==> config.mk <==
export PLATFORM = sky130hd
export DESIGN_NAME = i2cx_top
export DESIGN_NICKNAME = d
export VERILOG_FILES = /design/src/pkg/i2cx_pkg.sv /design/src/pkg/i2cx_rf_if.sv /design/src/i2cx_fifo.sv /design/src/i2cx_regfile.sv /design/src/i2cx_top.sv
export SDC_FILE = /design/constraint.sdc
export NUM_CORES = 1
export LEC_CHECK = 0
export BUFFER_PORTS_ARGS = -buffer_cell sky130_fd_sc_hd__buf_2
export CORE_MARGIN = 1
export CORE_UTILIZATION = 60
export DETAILED_ROUTE_END_ITERATION = 8
export GPL_ROUTABILITY_DRIVEN = 0
export GPL_TIMING_DRIVEN = 1
export PLACE_DENSITY_LB_ADDON = 0.05
export RECOVER_POWER = 25
export SYNTH_ARGS = -nofsm -noshare
export SYNTH_HDL_FRONTEND = slang
export SYNTH_HIERARCHICAL = 1
export SYNTH_SLANG_ARGS = --single-unit
==> constraint.sdc <==
create_clock -name clk_i -period 7.5 [get_ports clk_i]
set_input_delay 1.5 -clock clk_i [delete_from_list [all_inputs] [get_ports clk_i]]
set_output_delay 1.5 -clock clk_i [all_outputs]
set_load 0.02 [all_outputs]
==> src/pkg/i2cx_pkg.sv <==
package i2cx_pkg;
   localparam logic [6:0] DEV_ADDR_BASE = 7'h20;
   localparam logic [7:0] GC_ADDR_BYTE  = 8'h00;
   localparam logic [7:0] SWRST_CODE    = 8'h06;
   localparam logic [7:0] PTR_RESET     = 8'h00;
   localparam logic [3:0] BYTE_BITS     = 4'h8;
   localparam int         EXT_BIT       = 6;
   localparam logic [7:0] RST_ONES      = 8'hFF;
   localparam logic [7:0] RST_ZEROS     = 8'h00;

   localparam logic [7:0] OFS_PIN_LEVEL_LO   = 8'h00;
   localparam logic [7:0] OFS_PIN_LEVEL_HI   = 8'h01;
   localparam logic [7:0] OFS_DRIVE_VALUE_LO = 8'h02;
   localparam logic [7:0] OFS_DRIVE_VALUE_HI = 8'h03;
   localparam logic [7:0] OFS_INVERT_LO      = 8'h04;
   localparam logic [7:0] OFS_INVERT_HI      = 8'h05;
   localparam logic [7:0] OFS_DIRECTION_LO   = 8'h06;
   localparam logic [7:0] OFS_DIRECTION_HI   = 8'h07;
   localparam logic [7:0] OFS_STRENGTH_A     = 8'h40;
   localparam logic [7:0] OFS_STRENGTH_B     = 8'h41;
   localparam logic [7:0] OFS_STRENGTH_C     = 8'h42;
   localparam logic [7:0] OFS_STRENGTH_D     = 8'h43;
   localparam logic [7:0] OFS_HOLD_EN_LO     = 8'h44;
   localparam logic [7:0] OFS_HOLD_EN_HI     = 8'h45;
   localparam logic [7:0] OFS_BIAS_EN_LO     = 8'h46;
   localparam logic [7:0] OFS_BIAS_EN_HI     = 8'h47;
   localparam logic [7:0] OFS_BIAS_SEL_LO    = 8'h48;
   localparam logic [7:0] OFS_BIAS_SEL_HI    = 8'h49;
   localparam logic [7:0] OFS_EVENT_MASK_LO  = 8'h4A;
   localparam logic [7:0] OFS_EVENT_MASK_HI  = 8'h4B;
   localparam logic [7:0] OFS_EVENT_FLAGS_LO = 8'h4C;
   localparam logic [7:0] OFS_EVENT_FLAGS_HI = 8'h4D;
   localparam logic [7:0] OFS_STAGE_STYLE    = 8'h4F;

   typedef enum logic [2:0] {
      ST_IDLE = 3'h0, ST_RX = 3'h1, ST_ACK = 3'h3, ST_TX = 3'h2, ST_MACK = 3'h6
   } i2cx_state_t;

   typedef enum logic [2:0] {
      PH_ADDR = 3'h0, PH_CMD = 3'h1, PH_DATA = 3'h3, PH_READ = 3'h2,
      PH_GC = 3'h6, PH_GC_ARM = 3'h7
   } i2cx_phase_t;

   // Bit 6 picks the extended group, low nibble the register in it
   function automatic logic [4:0] rf_index(input logic [7:0] ptr);
      return {ptr[EXT_BIT], ptr[3:0]};
   endfunction : rf_index

   function automatic logic rf_readonly(input logic [7:0] ptr);
      return ptr == OFS_PIN_LEVEL_LO || ptr == OFS_PIN_LEVEL_HI ||
             ptr == OFS_EVENT_FLAGS_LO || ptr == OFS_EVENT_FLAGS_HI;
   endfunction : rf_readonly

   function automatic logic rf_writable(input logic [7:0] ptr);
      logic ok;
      ok = (ptr >= OFS_DRIVE_VALUE_LO && ptr <= OFS_DIRECTION_HI) ||
           (ptr >= OFS_STRENGTH_A && ptr <= OFS_EVENT_MASK_HI) ||
           ptr == OFS_STAGE_STYLE;
      return ok;
   endfunction : rf_writable

   function automatic logic [7:0] rf_reset(input logic [7:0] ptr);
      logic [7:0] v;
      v = RST_ZEROS;
      case (ptr)
         OFS_DRIVE_VALUE_LO, OFS_DRIVE_VALUE_HI, OFS_DIRECTION_LO, OFS_DIRECTION_HI,
         OFS_STRENGTH_A, OFS_STRENGTH_B, OFS_STRENGTH_C, OFS_STRENGTH_D,
         OFS_BIAS_SEL_LO, OFS_BIAS_SEL_HI, OFS_EVENT_MASK_LO, OFS_EVENT_MASK_HI: v = RST_ONES;
         default: v = RST_ZEROS;
      endcase
      return v;
   endfunction : rf_reset
endpackage : i2cx_pkg

==> src/pkg/i2cx_rf_if.sv <==
`timescale 1ns/1ps
interface i2cx_rf_if;
   logic       we;
   logic [7:0] waddr;
   logic [7:0] wdata;
   logic [7:0] raddr;
   logic [7:0] rdata;
   logic       clr;
   modport ctrl  (output we, waddr, wdata, raddr, clr, input rdata);
   modport store (input we, waddr, wdata, raddr, clr, output rdata);
endinterface : i2cx_rf_if

==> src/i2cx_fifo.sv <==
`timescale 1ns/1ps
module i2cx_fifo #(
   parameter int WIDTH = 16,
   parameter int DEPTH = 16
) (
   input  wire logic             clk_i,
   input  wire logic             resetn_i,
   input  wire logic             clr_i,
   input  wire logic             in_valid_i,
   output logic                  in_ready_o,
   input  wire logic [WIDTH-1:0] in_data_i,
   output logic                  out_valid_o,
   input  wire logic             out_ready_i,
   output logic [WIDTH-1:0]      out_data_o
);
   localparam int AW = $clog2(DEPTH);
   logic [WIDTH-1:0] mem_reg [DEPTH];
   logic [AW-1:0]    wptr_reg;
   logic [AW-1:0]    rptr_reg;
   logic [AW:0]      count_reg;
   logic             push;
   logic             pop;

   // Output stage is a register so the drain side sees flop outputs
   assign in_ready_o = count_reg != (AW+1)'(DEPTH);
   assign push = in_valid_i && in_ready_o;
   assign pop = count_reg != '0 && (!out_valid_o || out_ready_i);

   always_ff @(posedge clk_i) begin
      if (push) begin
         mem_reg[wptr_reg] <= in_data_i;
      end
   end

   always_ff @(posedge clk_i or negedge resetn_i) begin
      if (!resetn_i) begin
         wptr_reg <= '0;
         rptr_reg <= '0;
         count_reg <= '0;
      end else if (clr_i) begin
         wptr_reg <= '0;
         rptr_reg <= '0;
         count_reg <= '0;
      end else begin
         wptr_reg <= push ? AW'(wptr_reg + 1'b1) : wptr_reg;
         rptr_reg <= pop ? AW'(rptr_reg + 1'b1) : rptr_reg;
         count_reg <= (AW+1)'(count_reg + push - pop);
      end
   end

   always_ff @(posedge clk_i or negedge resetn_i) begin
      if (!resetn_i) begin
         out_valid_o <= 1'b0;
         out_data_o <= '0;
      end else if (clr_i) begin
         out_valid_o <= 1'b0;
      end else if (pop) begin
         out_valid_o <= 1'b1;
         out_data_o <= mem_reg[rptr_reg];
      end else if (out_ready_i) begin
         out_valid_o <= 1'b0;
      end
   end
endmodule : i2cx_fifo

==> src/i2cx_regfile.sv <==
`timescale 1ns/1ps
module i2cx_regfile
   import i2cx_pkg::*;
(
   input  wire logic        clk_i,
   input  wire logic        resetn_i,
   i2cx_rf_if.store         rf,
   input  wire logic [15:0] pin_level_i,
   input  wire logic [15:0] event_flags_i
);
   logic [7:0] mem_reg [32];

   for (genvar i = 0; i < 32; i++) begin : g_cell
      localparam logic [4:0] IDX = 5'(i);
      localparam logic [7:0] CELL_PTR = {1'b0, IDX[4], 2'b00, IDX[3:0]};
      always_ff @(posedge clk_i or negedge resetn_i) begin
         if (!resetn_i) begin
            mem_reg[i] <= rf_reset(CELL_PTR);
         end else if (rf.clr) begin
            mem_reg[i] <= rf_reset(CELL_PTR);
         end else if (rf.we && rf_writable(rf.waddr) && rf_index(rf.waddr) == IDX) begin
            mem_reg[i] <= rf.wdata;
         end
      end
   end

   always_ff @(posedge clk_i or negedge resetn_i) begin
      if (!resetn_i) begin
         rf.rdata <= RST_ZEROS;
      end else begin
         case (rf.raddr)
            OFS_PIN_LEVEL_LO:   rf.rdata <= pin_level_i[7:0];
            OFS_PIN_LEVEL_HI:   rf.rdata <= pin_level_i[15:8];
            OFS_EVENT_FLAGS_LO: rf.rdata <= event_flags_i[7:0];
            OFS_EVENT_FLAGS_HI: rf.rdata <= event_flags_i[15:8];
            default: rf.rdata <= rf_writable(rf.raddr) ? mem_reg[rf_index(rf.raddr)]
                                                       : RST_ZEROS;
         endcase
      end
   end
endmodule : i2cx_regfile

==> src/i2cx_top.sv <==
`timescale 1ns/1ps
// Notes on behaviour
// Start is SDA falling with SCL high; stop is SDA rising with SCL high.
// Address byte arrives MSB first with direction bit last.
// On own address, SDA is held low through the acknowledge clock high.
// SDA is data only at SCL high; changes there mean start or stop.
// Each byte is eight bit clocks plus one acknowledge clock.
// The sender releases SDA before the acknowledge clock.
// Every byte written to the device is acknowledged; the code NACKs data for a writable register while the FIFO is full.
// The controller acknowledges read bytes it wants continued.
// On a read not-acknowledge the device releases SDA for the stop.
// Device answers 0x20 with strap low, 0x21 with strap high, else ignores.
// Address LSB 1 means read, 0 means write.
// First write byte after the address is the command, kept as pointer.
// The pointer persists; reads repeat the same register until rewritten.
// Pointer clears to zero on power-up, hardware and software reset.
// Command bit 6 selects the extended register group.
// Commands 00-07: pin level, drive value, invert, direction pairs.
// Commands 40-43: drive strength, reset all ones.
// Commands 44-45: hold enable, reset zero.
// Commands 46-47 bias enable reset zero; 48-49 bias select reset ones.
// Commands 4A-4B: event mask, reset all ones.
// Commands 4C-4D: read-only event flags, reset zero.
// Command 4F: output stage style, reset zero.
// Writes to pin level registers are ignored; reads give live pin levels.
// General call, byte 0x06 then stop resets all; anything else cancels.
// Unknown commands ignore writes and read as zero.
module i2cx_top
   import i2cx_pkg::*;
#(
   parameter int FIFO_DEPTH = 16
) (
   input  wire logic        clk_i,
   input  wire logic        resetn_i,
   input  wire logic        scl_i,
   input  wire logic        sda_i,
   output logic             sda_o,
   output logic             sda_oe_o,
   input  wire logic        addr_strap_i,
   input  wire logic [15:0] pin_level_i,
   input  wire logic [15:0] event_flags_i,
   output logic             wr_valid_o,
   output logic [15:0]      wr_data_o,
   input  wire logic        wr_ready_i,
   output logic             soft_reset_o
);
   logic [1:0]  scl_sync_reg;
   logic [1:0]  sda_sync_reg;
   logic [1:0]  strap_sync_reg;
   logic [15:0] pin_meta_reg;
   logic [15:0] pin_sync_reg;
   logic        scl_prev_reg;
   logic        sda_prev_reg;
   logic        strap_reg;
   i2cx_state_t state_reg;
   i2cx_phase_t phase_reg;
   i2cx_phase_t phase_next;
   logic [3:0]  bit_cnt_reg;
   logic [7:0]  shift_reg;
   logic [7:0]  ptr_reg;
   logic        mack_reg;
   logic        scl_s;
   logic        sda_s;
   logic        scl_rise;
   logic        scl_fall;
   logic        start_det;
   logic        stop_det;
   logic        byte_end;
   logic        ack_now;
   logic        armed;
   logic        wr_take;
   logic        fifo_in_ready;

   i2cx_rf_if rf ();

   // Pins are async to clk_i: two flops before any logic looks at them
   always_ff @(posedge clk_i or negedge resetn_i) begin
      if (!resetn_i) begin
         scl_sync_reg <= 2'h3;
         sda_sync_reg <= 2'h3;
         strap_sync_reg <= 2'h0;
         pin_meta_reg <= 16'h0000;
         pin_sync_reg <= 16'h0000;
         scl_prev_reg <= 1'b1;
         sda_prev_reg <= 1'b1;
      end else begin
         scl_sync_reg <= {scl_sync_reg[0], scl_i};
         sda_sync_reg <= {sda_sync_reg[0], sda_i};
         strap_sync_reg <= {strap_sync_reg[0], addr_strap_i};
         pin_meta_reg <= pin_level_i;
         pin_sync_reg <= pin_meta_reg;
         scl_prev_reg <= scl_sync_reg[1];
         sda_prev_reg <= sda_sync_reg[1];
      end
   end

   assign scl_s = scl_sync_reg[1];
   assign sda_s = sda_sync_reg[1];
   assign scl_rise = scl_s && !scl_prev_reg;
   assign scl_fall = !scl_s && scl_prev_reg;
   assign start_det = scl_s && scl_prev_reg && sda_prev_reg && !sda_s;
   assign stop_det = scl_s && scl_prev_reg && !sda_prev_reg && sda_s;
   assign byte_end = scl_fall && state_reg == ST_RX && bit_cnt_reg == BYTE_BITS;
   // The SCL rise just before a stop has already counted one bit, so allow one
   assign armed = phase_reg == PH_GC_ARM && state_reg == ST_RX && bit_cnt_reg <= 4'h1;

   // Strap is frozen per transfer so a moving pin cannot split an address
   always_ff @(posedge clk_i or negedge resetn_i) begin
      if (!resetn_i) begin
         strap_reg <= 1'b0;
      end else if (start_det) begin
         strap_reg <= strap_sync_reg[1];
      end
   end

   // Verdict on a completed byte
   always_comb begin
      ack_now = 1'b0;
      phase_next = phase_reg;
      case (phase_reg)
         PH_ADDR: begin
            if (shift_reg[7:1] == {DEV_ADDR_BASE[6:1], strap_reg}) begin
               ack_now = 1'b1;
               phase_next = shift_reg[0] ? PH_READ : PH_CMD;
            end else if (shift_reg == GC_ADDR_BYTE) begin
               ack_now = 1'b1;
               phase_next = PH_GC;
            end
         end
         PH_CMD: begin
            ack_now = 1'b1;
            phase_next = PH_DATA;
         end
         PH_DATA: begin
            // A full FIFO refuses a byte for a writable register by not acknowledging it
            ack_now = fifo_in_ready || !rf_writable(ptr_reg);
         end
         PH_GC: begin
            ack_now = shift_reg == SWRST_CODE;
            phase_next = PH_GC_ARM;
         end
         default: begin
            ack_now = 1'b0;
         end
      endcase
   end

   always_ff @(posedge clk_i or negedge resetn_i) begin
      if (!resetn_i) begin
         state_reg <= ST_IDLE;
         phase_reg <= PH_ADDR;
         bit_cnt_reg <= 4'h0;
         shift_reg <= 8'h00;
         mack_reg <= 1'b1;
         sda_oe_o <= 1'b0;
      end else if (start_det) begin
         state_reg <= ST_RX;
         phase_reg <= PH_ADDR;
         bit_cnt_reg <= 4'h0;
         sda_oe_o <= 1'b0;
      end else if (stop_det || soft_reset_o) begin
         state_reg <= ST_IDLE;
         phase_reg <= PH_ADDR;
         sda_oe_o <= 1'b0;
      end else begin
         case (state_reg)
            ST_RX: begin
               if (scl_rise && bit_cnt_reg != BYTE_BITS) begin
                  shift_reg <= {shift_reg[6:0], sda_s};
                  bit_cnt_reg <= bit_cnt_reg + 4'h1;
               end else if (byte_end) begin
                  bit_cnt_reg <= 4'h0;
                  phase_reg <= ack_now ? phase_next : PH_ADDR;
                  state_reg <= ack_now ? ST_ACK : ST_IDLE;
                  sda_oe_o <= ack_now;
               end
            end
            ST_ACK: begin
               if (scl_fall && phase_reg == PH_READ) begin
                  shift_reg <= rf.rdata;
                  sda_oe_o <= !rf.rdata[7];
                  state_reg <= ST_TX;
               end else if (scl_fall) begin
                  sda_oe_o <= 1'b0;
                  state_reg <= ST_RX;
               end
            end
            ST_TX: begin
               if (scl_rise) begin
                  bit_cnt_reg <= bit_cnt_reg + 4'h1;
               end else if (scl_fall && bit_cnt_reg == BYTE_BITS) begin
                  sda_oe_o <= 1'b0;
                  bit_cnt_reg <= 4'h0;
                  state_reg <= ST_MACK;
               end else if (scl_fall) begin
                  shift_reg <= {shift_reg[6:0], 1'b0};
                  sda_oe_o <= !shift_reg[6];
               end
            end
            ST_MACK: begin
               if (scl_rise) begin
                  mack_reg <= sda_s;
               end else if (scl_fall && !mack_reg) begin
                  shift_reg <= rf.rdata;
                  sda_oe_o <= !rf.rdata[7];
                  state_reg <= ST_TX;
               end else if (scl_fall) begin
                  state_reg <= ST_IDLE;
                  phase_reg <= PH_ADDR;
               end
            end
            default: begin
               state_reg <= ST_IDLE;
            end
         endcase
      end
   end

   // Open drain: the pin is only ever pulled low
   always_ff @(posedge clk_i or negedge resetn_i) begin
      if (!resetn_i) begin
         sda_o <= 1'b0;
      end else begin
         sda_o <= 1'b0;
      end
   end

   always_ff @(posedge clk_i or negedge resetn_i) begin
      if (!resetn_i) begin
         ptr_reg <= PTR_RESET;
      end else if (soft_reset_o) begin
         ptr_reg <= PTR_RESET;
      end else if (byte_end && phase_reg == PH_CMD) begin
         ptr_reg <= shift_reg;
      end
   end

   always_ff @(posedge clk_i or negedge resetn_i) begin
      if (!resetn_i) begin
         soft_reset_o <= 1'b0;
      end else begin
         soft_reset_o <= stop_det && armed;
      end
   end

   assign wr_take = byte_end && phase_reg == PH_DATA && ack_now;
   assign rf.we = wr_take;
   assign rf.waddr = ptr_reg;
   assign rf.wdata = shift_reg;
   assign rf.raddr = ptr_reg;
   assign rf.clr = soft_reset_o;

   i2cx_regfile u_regfile (
      .clk_i         (clk_i),
      .resetn_i      (resetn_i),
      .rf            (rf.store),
      .pin_level_i   (pin_sync_reg),
      .event_flags_i (event_flags_i)
   );

   i2cx_fifo #(.WIDTH(16), .DEPTH(FIFO_DEPTH)) u_fifo (
      .clk_i       (clk_i),
      .resetn_i    (resetn_i),
      .clr_i       (soft_reset_o),
      .in_valid_i  (wr_take && rf_writable(ptr_reg)),
      .in_ready_o  (fifo_in_ready),
      .in_data_i   ({ptr_reg, shift_reg}),
      .out_valid_o (wr_valid_o),
      .out_ready_i (wr_ready_i),
      .out_data_o  (wr_data_o)
   );
endmodule : i2cx_top
==> results of run 1 <==
## final timing paths
kind,start,endpoint,slack (ps),cells past startpoint
min,pin_meta_reg[9]$_DFF_PN0_,pin_sync_reg[9]$_DFF_PN0_,340,0
max in group asynchronous,resetn_i,u_regfile/mem_reg[94]$_DFFE_PN0P_,5160,2
max reg2reg,rf.wdata[6]$_DFFE_PN0P_,u_fifo/mem_reg[11][11]$_DFFE_PP_,1870,9
max,rf.wdata[6]$_DFFE_PN0P_,u_fifo/mem_reg[11][11]$_DFFE_PP_,1870,9
min reg2reg,pin_meta_reg[9]$_DFF_PN0_,pin_sync_reg[9]$_DFF_PN0_,340,0
min in group asynchronous,resetn_i,u_regfile/mem_reg[25]$_DFFE_PN0P_,950,1
## power by group through the flow
stage	clock network [W]	registers (W)	logic (W)
2_1_floorplan	0	0.00401	0.000922
3_3_place_gp	0	0.00399	0.00144
3_5_place_dp	0	0.00399	0.00147
4_1_cts	0.00332	0.00393	0.00148
5_1_grt	0.00344	0.00396	0.00155
6_report	0.00326	0.00393	0.00145
## metal layers
layer | routed length (um) | track usage, %
met5 | 0 | 0
met4 | 1620 | 8.81
met3 | 2860 | 4.27
met2 | 31600 | 48.2
met1 | 25200 | 37.7
## worst max-delay path: stages, from the launching register on
cell      delay (ps)
dfrtp_1          320
clkbuf_1        1600
mux2_2           450
o21ai_0          210
and3_1           310
nor2_1           100
nor3_1           420
nand2_1          450
nor3b_1          590
and2_1           760
## kinds of logic after synthesis
group	Yosys count
compound gates	310
other cells	1
simple gates	459
buf+inv	170
xor+xnor	12
fa+ha+maj	15
mux	204
flops	620
## layout make-up
type | instances | area (sq um)
sequential | 620 | 16900
tap | 585 | 732
inverter | 39 | 146
fill | 2979 | 13900
multi-input combinational | 1001 | 9030
timing repair buffer | 95 | 547
clock inverter | 30 | 314
clock buffer | 92 | 1880
## metrics by stage
step	cell area (sq um)	power [W]	hold slack [ps]	util, %	cells
finish	29600	0.00864	340	68.1	2462
global placement	27500	0.00543	332	63.2	2340
floorplan	26700	0.00493	331	-	1791
global route	29600	0.00896	344	68.1	2462
detailed placement	27500	0.00546	335	63.2	2340
CTS	29600	0.00872	348	68.2	2462
## synthesized netlist by cell type (3+ instances only)
cell,number,area [sq um]
o21ai_0,34,170
o21ai_1,10,50.1
dfstp_2,103,2710
dfrtp_1,261,6530
o2111ai_1,6,52.6
nor2b_1,153,957
a21oi_1,57,285
and3b_1,3,26.3
a211o_1,96,841
ha_1,14,175
nor3b_1,5,37.5
xor2_1,7,61.3
xnor2_1,5,43.8
inv_1,38,143
mux4_2,135,3040
a22o_1,9,78.8
mux2i_1,36,360
a22oi_1,23,173
nand3_1,50,250
clkbuf_1,83,312
edfxtp_1,256,7690
o21a_1,3,22.5
nor3_1,13,65.1
a21o_1,5,37.5
o22ai_1,35,219
o211ai_1,4,30.0
nand2b_1,11,68.8
or4_1,4,30.0
buf_2,31,155
nand4_1,15,93.8
nand2_1,21,78.8
and3_1,37,231
or3b_2,3,26.3
mux2_2,33,372
and4_1,4,35.0
nor4_1,13,81.3
buf_4,12,90.1
nor4b_1,3,26.3
or4b_1,3,30.0
and2_1,12,75.1
nor2_1,83,312
nand3b_1,4,30.0
==> results.json, run 1 <==
{
  "cts_setup_buffers": 0,
  "drt_wl_total_mm": 61.3,
  "drc": 0,
  "first_global_vias": 16000,
  "cp-start-kind": "flop",
  "synth-adder-area-share_pct": 0.732,
  "drtAntennaViolNets": 0,
  "p_int_w": 0.00624,
  "clk_path_buf_depth": 3,
  "violations": "max-capacitance violations, max-slew violations",
  "cap_viol_max_count": 12,
  "n_antenna_cell": 0,
  "power_density_mw_per_mm2": 292,
  "holdBufCountCts": 0,
  "tns_ps": 0,
  "timing.fmax_mhz": 178,
  "layout_setup_ws_ps": 1870,
  "combPwrFrac_pct": 16.8,
  "ys.flop_type": "dfrtp_1",
  "final_cell_mix": "258 x dfrtp_1, 256 x edfxtp_1, 153 x nor2b_1",
  "peakVddDrop_uv": 417,
  "synth_compound_area_share_pct": 8.33,
  "post-route-period-util_pct": 75.1,
  "slew_viol_final": 446,
  "grt_pass1_wl_mm": 94.9,
  "insertion_delay_ps": 610,
  "hpwl_mm": 36.8,
  "routedWlPerCell_um": 24.9,
  "crit_path_max_fanout": 41,
  "avgViaCountPerCell": 6.35,
  "layout_min_cycle_time_ps": 5630,
  "synth-seq-cells": 620,
  "rows": 76,
  "clk_pin_slew_ps": 60,
  "areaGrowthSynthToFinish_pct": 10.9,
  "synth-xor-area-share_pct": 0.394,
  "outcome": "finished with violations",
  "muxShareOfSynthArea_pct": 14.1,
  "pin_count": 58,
  "synth_edf_count": 256,
  "clock-sinks": 620,
  "core_sq_mm": 0.0435,
  "root_buffer": "clkbuf_16",
  "yosys.area_share.simple_pct": 10.1,
  "avgSynthCellArea_sq_um": 14.9,
  "cts_tree": "done",
  "grt_max_degree": 144,
  "pwr-share-clk_pct": 37.7,
  "finalSetupViolCount": 0,
  "end_kind": "flop",
  "cp.required_ps": 7720,
  "pwr-share-seq_pct": 45.5,
  "fp.dieH_um": 213,
  "synthCells": 1791,
  "gr-usage-all-layers_pct": 28.3,
  "tightest_slew_ps": 2710,
  "slew_headroom_pct": -80.7,
  "place_ws_ps": 3180,
  "netlist_area_sq_mm": 0.0267,
  "synth_top_family_by_area": "multiplexers",
  "port_buffers": 56,
  "synthArstFlopShare_pct": 58.7,
  "ctsResizeCount": 0,
  "fin_nets": 1876,
  "num_vias": 15600,
  "grt-ovfl-total": 0,
  "switching_share_pct": 27.8,
  "ys_types": 89,
  "die_w_um": 213,
  "finalClockSkew_ps": 27.3,
  "hold_viol": 0,
  "power.leakage_nw": 12.3,
  "start_util_pct": 61.4,
  "worstPathArrival_ps": 5850,
  "dieArea_sq_mm": 0.0453,
  "synth_nets": 1844,
  "cts_buffers": 66,
  "mostFrequentLayoutCell": "dfrtp_1",
  "crit_type": "reg -> reg",
  "yosysSeqAreaShare_pct": 63.5,
  "drt_iter0_drc": 1377,
  "p_switching_w": 0.00240,
  "hp-class": "reg -> reg",
  "ys_warn_count": 6,
  "htree_levels": 3,
  "drive_gt1_share_pct": 25.7,
  "antenna_found_initial": 0,
  "drt-pass1-iter-count": 5,
  "rsz0062_at_grt": "false"
}
(Power assumes the default switching activity.)
==> inputs of run 2 (changes only) <==
--- a/config.mk
+++ b/config.mk
@@ -7,7 +7,7 @@
 export LEC_CHECK = 0
 export BUFFER_PORTS_ARGS = -buffer_cell sky130_fd_sc_hd__buf_2
 export CORE_MARGIN = 1
-export CORE_UTILIZATION = 60
+export CORE_UTILIZATION = 56
 export DETAILED_ROUTE_END_ITERATION = 8
 export GPL_ROUTABILITY_DRIVEN = 0
 export GPL_TIMING_DRIVEN = 1
==> constraint.sdc (replaced) <==
create_clock -name clk_i -period 4.52 [get_ports clk_i]
set_input_delay 0.904 -clock clk_i [delete_from_list [all_inputs] [get_ports clk_i]]
set_output_delay 0.904 -clock clk_i [all_outputs]
set_load 0.02 [all_outputs]
==> results.json, run 2 (same netlist as run 1, synthesis figures left out) <==
{
  "core_sq_mm": 0.0468,
  "drive_gt1_share_pct": 26.4,
  "avgViaCountPerCell": 6.32,
  "hpwl_mm": 37.3,
  "cts_buffers": 66,
  "regToRegSetupSlack_ps": 450,
  "crit_path_max_fanout": 16,
  "layout_min_cycle_time_ps": 4070,
  "n_antenna_cell": 0,
  "mostFrequentLayoutCell": "dfrtp_1",
  "cts_setup_buffers": 0,
  "htree_levels": 3,
  "outcome": "finished with violations",
  "drt_wl_total_mm": 62.8,
  "slew_viol_final": 328,
  "gr-usage-all-layers_pct": 26.9,
  "fin_hold_ws_ps": 345,
  "first_global_vias": 16000,
  "drt-pass1-iter-count": 8,
  "num_vias": 15800,
  "cp-start-kind": "flop",
  "worst_path_max_delay_cell": "or4_1",
  "port_buffers": 56,
  "cp.required_ps": 4940,
  "cap_viol_max_count": 8,
  "fin_nets": 1900,
  "instances_no_fill": 2506,
  "worstPathArrival_ps": 4490,
  "violations": "design-rule violations, max-capacitance violations, max-slew violations",
  "critPathMaxStageDelay_ps": 900,
  "grt-ovfl-total": 0,
  "peakVddDrop_uv": 320,
  "reg2reg_from": "rf.wdata[6]$_DFFE_PN0P_",
  "drtAntennaViolNets": 0,
  "worst_path_most_repeated_cell": "nor2_1",
  "fp.dieH_um": 220,
  "tightest_slew_ps": 2490,
  "pin_count": 58,
  "rows": 79,
  "finalClockSkew_ps": 27.7,
  "routedWlPerCell_um": 25.1,
  "worstPathCellList": "clkbuf_1, or2_2, nor4_1, a311o_2, nor2_1, nor2_1, or4b_1, or4_1, o21ai_0, a21oi_1",
  "post-route-util_pct": 63.7,
  "topRoutingLayerUsed": "met4",
  "hp-class": "reg -> reg",
  "timing.fmax_mhz": 245,
  "crit_type": "reg -> reg",
  "finalSetupViolCount": 0,
  "power.leakage_nw": 12.5,
  "clk_pin_slew_ps": 60,
  "antenna_found_initial": 0,
  "r2r-end": "u_regfile/mem_reg[95]$_DFFE_PN0P_",
  "cts_tree": "done",
  "clock-sinks": 620,
  "wl_met1_mm": 26.3,
  "grt_pass1_wl_mm": 97.0,
  "holdCritStartpoint": "pin_meta_reg[3]$_DFF_PN0_",
  "slew_headroom_pct": -66.1,
  "insertion_delay_ps": 600,
  "rsz0062_at_grt": "false",
  "clk_path_buf_depth": 3,
  "holdBufCountCts": 0,
  "tns_ps": 0,
  "grt_max_degree": 112,
  "drt_iter0_drc": 1393,
  "drc": 4,
  "areaGrowthSynthToFinish_pct": 11.7,
  "ff2ff_path_depth": 10,
  "start_util_pct": 57.0,
  "die_w_um": 220,
  "post-route-period-util_pct": 90.2,
  "ctsResizeCount": 0,
  "root_buffer": "clkbuf_16",
  "holdPathEnd": "pin_sync_reg[3]$_DFF_PN0_",
  "dieArea_sq_mm": 0.0485,
  "whs_path_depth": 0,
  "wl_met3_mm": 2.96,
  "hold_viol": 0,
  "final_cell_mix": "257 x dfrtp_1, 256 x edfxtp_1, 153 x nor2b_1",
  "power_density_mw_per_mm2": 483,
  "end_kind": "flop",
  "dp.cells": 2386,
  "wl_met2_mm": 31.9
}
-- run 2: cell types whose count changed in the layout (fill, tap and decap cells not counted), moves of 2 or more --
cell / previous run / this run
clkinv_1: 10 / 1
clkbuf_8: 9 / 7
clkinv_4: 2 / 0
buf_4: 25 / 46
clkinv_8: 3 / 0
buf_12: 1 / 4
clkbuf_1: 28 / 40
-- run 2: worst max-delay path by stage --
stage,endpoint,cells past startpoint,startpoint
CTS,u_regfile/mem_reg[95]$_DFFE_PN0P_,9,rf.wdata[5]$_DFFE_PN0P_
global route,u_regfile/mem_reg[70]$_DFFE_PN0P_,5,ptr_reg[6]$_DFFE_PN0P_
global placement,u_regfile/mem_reg[95]$_DFFE_PN0P_,9,rf.wdata[5]$_DFFE_PN0P_
floorplan,u_fifo/mem_reg[0][0]$_DFFE_PP_,8,rf.wdata[5]$_DFFE_PN0P_
detailed placement,u_regfile/mem_reg[95]$_DFFE_PN0P_,9,rf.wdata[5]$_DFFE_PN0P_
finish,u_regfile/mem_reg[95]$_DFFE_PN0P_,10,rf.wdata[6]$_DFFE_PN0P_
-- run 2: layout make-up --
class,count,area [sq um]
Tap cell,607,759
Timing Repair Buffer,119,753
Clock buffer,102,1920
Sequential cell,620,16900
Clock inverter,18,250
Multi-Input combinational cell,1001,9030
Inverter,39,146
Fill cell,3417,17000
-- run 2: report_power, final --
part | switching [W] | total [W] | internal [W]
Combinational | 0.00142 | 0.00234 | 0.000926
Clock | 0.00215 | 0.00543 | 0.00328
Sequential | 0.000389 | 0.00662 | 0.00623
Total | 0.00396 | 0.0144 | 0.0104
-- run 2: metal layers --
metal | vias to the layer above | GRT usage, %
li1 | 6923 | -
met1 | 8365 | 36.8
met2 | 462 | 44.6
met3 | 86 | 3.62
met4 | 0 | 9.24
met5 | - | 0
-- run 2: critical path, delay by kind of cell (launching register included) --
family / cells / cell delay, ps
DFF: 1 / 400
AOI/OAI and AO/OA: 3 / 640
buffers and inverters: 1 / 330
and+or+nand+nor: 6 / 2530
-- run 2: through the flow --
stage / total power (W) / setup WS (ps) / cell area [sq um]
final: 0.0144 / 445 / 29800
after global routing: 0.0150 / 197 / 29800
after CTS: 0.0146 / 563 / 29900
after detailed placement: 0.00910 / 605 / 27700
after global placement: 0.00905 / 645 / 27700
after floorplan: 0.00818 / 80.2 / 26700
==> inputs of run 3 (changes only) <==
==> constraint.sdc (replaced) <==
create_clock -name clk_i -period 3.6 [get_ports clk_i]
set_input_delay 0.72 -clock clk_i [delete_from_list [all_inputs] [get_ports clk_i]]
set_output_delay 0.72 -clock clk_i [all_outputs]
set_load 0.02 [all_outputs]
==> results.json, run 3 (same netlist as run 1, synthesis figures left out) <==
{
  "hpwl_mm": 37.3,
  "layout_min_cycle_time_ps": 3450,
  "core_sq_mm": 0.0468,
  "first_global_vias": 16000,
  "violations": "design-rule violations, max-capacitance violations, max-slew violations",
  "drtAntennaViolNets": 0,
  "ff2ff_path_depth": 10,
  "n_antenna_cell": 0,
  "clk_path_buf_depth": 3,
  "root_buffer": "clkbuf_16",
  "worstPathArrival_ps": 3860,
  "drt_wl_total_mm": 62.6,
  "peakVddDrop_uv": 394,
  "avgViaCountPerCell": 6.27,
  "worst_path_max_delay_cell": "or4_1",
  "cts_buffers": 66,
  "cts_tree": "done",
  "reg2reg_from": "rf.wdata[5]$_DFFE_PN0P_",
  "mostFrequentLayoutCell": "dfrtp_1",
  "insertion_delay_ps": 590,
  "worstPathCellList": "or4_1, nor4_2, a311o_2, nor2_1, nor2_1, or4b_1, or4_1, buf_4, o21ai_0, a21oi_1",
  "outcome": "finished with violations",
  "clk_pin_slew_ps": 60,
  "post-route-period-util_pct": 95.9,
  "start_util_pct": 57.0,
  "port_buffers": 56,
  "crit_type": "reg -> reg",
  "worstSetupStartpoint": "rf.wdata[5]$_DFFE_PN0P_",
  "grt_pass1_wl_mm": 96.1,
  "r2r-end": "u_regfile/mem_reg[218]$_DFFE_PN0P_",
  "slew_viol_final": 139,
  "tightest_slew_ps": 2070,
  "final_cell_mix": "257 x dfrtp_1, 256 x edfxtp_1, 153 x nor2b_1",
  "num_vias": 15900,
  "gr-usage-all-layers_pct": 26.7,
  "total_power_w": 0.0176,
  "nFillCells": 3422,
  "drt-pass1-iter-count": 7,
  "rows": 79,
  "fin_area_sq_mm": 0.0301,
  "timing.fmax_mhz": 290,
  "power.leakage_nw": 12.6,
  "fp.dieH_um": 220,
  "routedWlPerCell_um": 24.7,
  "dieArea_sq_mm": 0.0485,
  "cts_setup_buffers": 0,
  "tns_ps": 0,
  "hold_viol": 0,
  "drt_iter0_drc": 1353,
  "slew_headroom_pct": -37.8,
  "drc": 5,
  "finalSetupViolCount": 0,
  "htree_levels": 3,
  "drive_gt1_share_pct": 27.9,
  "fin_nets": 1926,
  "endpoint": "u_regfile/mem_reg[218]$_DFFE_PN0P_",
  "end_kind": "flop",
  "cp.required_ps": 4010,
  "critPathMaxStageDelay_ps": 610,
  "place_area_sq_mm": 0.0281,
  "grt-ovfl-total": 0,
  "pin_count": 58,
  "finalClockSkew_ps": 18.3,
  "power_density_mw_per_mm2": 587,
  "grt_max_degree": 220,
  "post-route-util_pct": 64.3,
  "hp-class": "in -> async",
  "cp-start-kind": "flop",
  "antenna_found_initial": 0,
  "rsz0062_at_grt": "false",
  "cap_viol_max_count": 4,
  "dp.cells": 2412,
  "instances_no_fill": 2529,
  "regToRegSetupSlack_ps": 150,
  "areaGrowthSynthToFinish_pct": 12.7,
  "die_w_um": 220,
  "crit_path_max_fanout": 16,
  "clock-sinks": 620
}
[run 3: cell count changes in the layout (fill, tap and decap cells not counted), sizes merged]
cell,delta
buf,+30
clkinvlp,+2
clkinv,+18
inv,-2
clkbuf,-20
bufinv,-5
[run 3: how the worst min path moves through the flow]
stage | from | end | cells after the start
2_1_floorplan | pin_meta_reg[0]$_DFF_PN0_ | pin_sync_reg[0]$_DFF_PN0_ | 0
3_3_place_gp | pin_meta_reg[1]$_DFF_PN0_ | pin_sync_reg[1]$_DFF_PN0_ | 0
3_5_place_dp | pin_meta_reg[13]$_DFF_PN0_ | pin_sync_reg[13]$_DFF_PN0_ | 0
4_1_cts | scl_i | scl_sync_reg[0]$_DFF_PN1_ | 1
5_1_grt | pin_level_i[9] | pin_meta_reg[9]$_DFF_PN0_ | 1
6_report | resetn_i | bit_cnt_reg[1]$_DFFE_PN0P_ | 1
[run 3: critical path: cells and delay by family (launching register included)]
kind | cells | cell delay, ps
AO/OA/AOI/OAI | 3 | 420
buffers and inverters | 1 | 210
AND/OR/NAND/NOR | 6 | 2260
flip-flops | 1 | 370
[run 3: layout make-up]
class	count	area [sq um]	area share [%]
Tap cell	607	759	2.53
Clock inverter	31	191	0.637
Clock buffer	86	1830	6.08
Multi-Input combinational cell	1001	9090	30.2
Timing Repair Buffer	145	1120	3.72
Sequential cell	620	16900	56.3
Inverter	39	146	0.487
[run 3: timing repair]
item	4_1_cts	5_1_grt
resized for setup	0	2
endpoints found under the hold margin	0	0
endpoints found under the setup margin	0	9
hold buffers	0	0
[run 3: metrics by stage]
| step | hold slack [ps] | setup slack, ps |
|---|---|---|
| floorplan | 331 | 16.4 |
| global route | 211 | 9.40 |
| detailed placement | 335 | 118 |
| global placement | 333 | 186 |
| CTS | 201 | 108 |
| finish | 137 | 149 |
[run 3: where the power goes]
part	total (W)	switching (W)	internal (W)
clock	0.00633	0.00267	0.00365
combinational	0.00321	0.00200	0.00120
sequential	0.00811	0.000281	0.00782
[run 3: per-layer routing]
metal  vias up  part of all wire (%)  track usage (%)
met5         -                     0                0
met4         0                   3.0             8.99
met3       109                   4.3             4.01
met2       435                    51             44.3
met1      8340                    42             36.3
li1       6980                     -                -
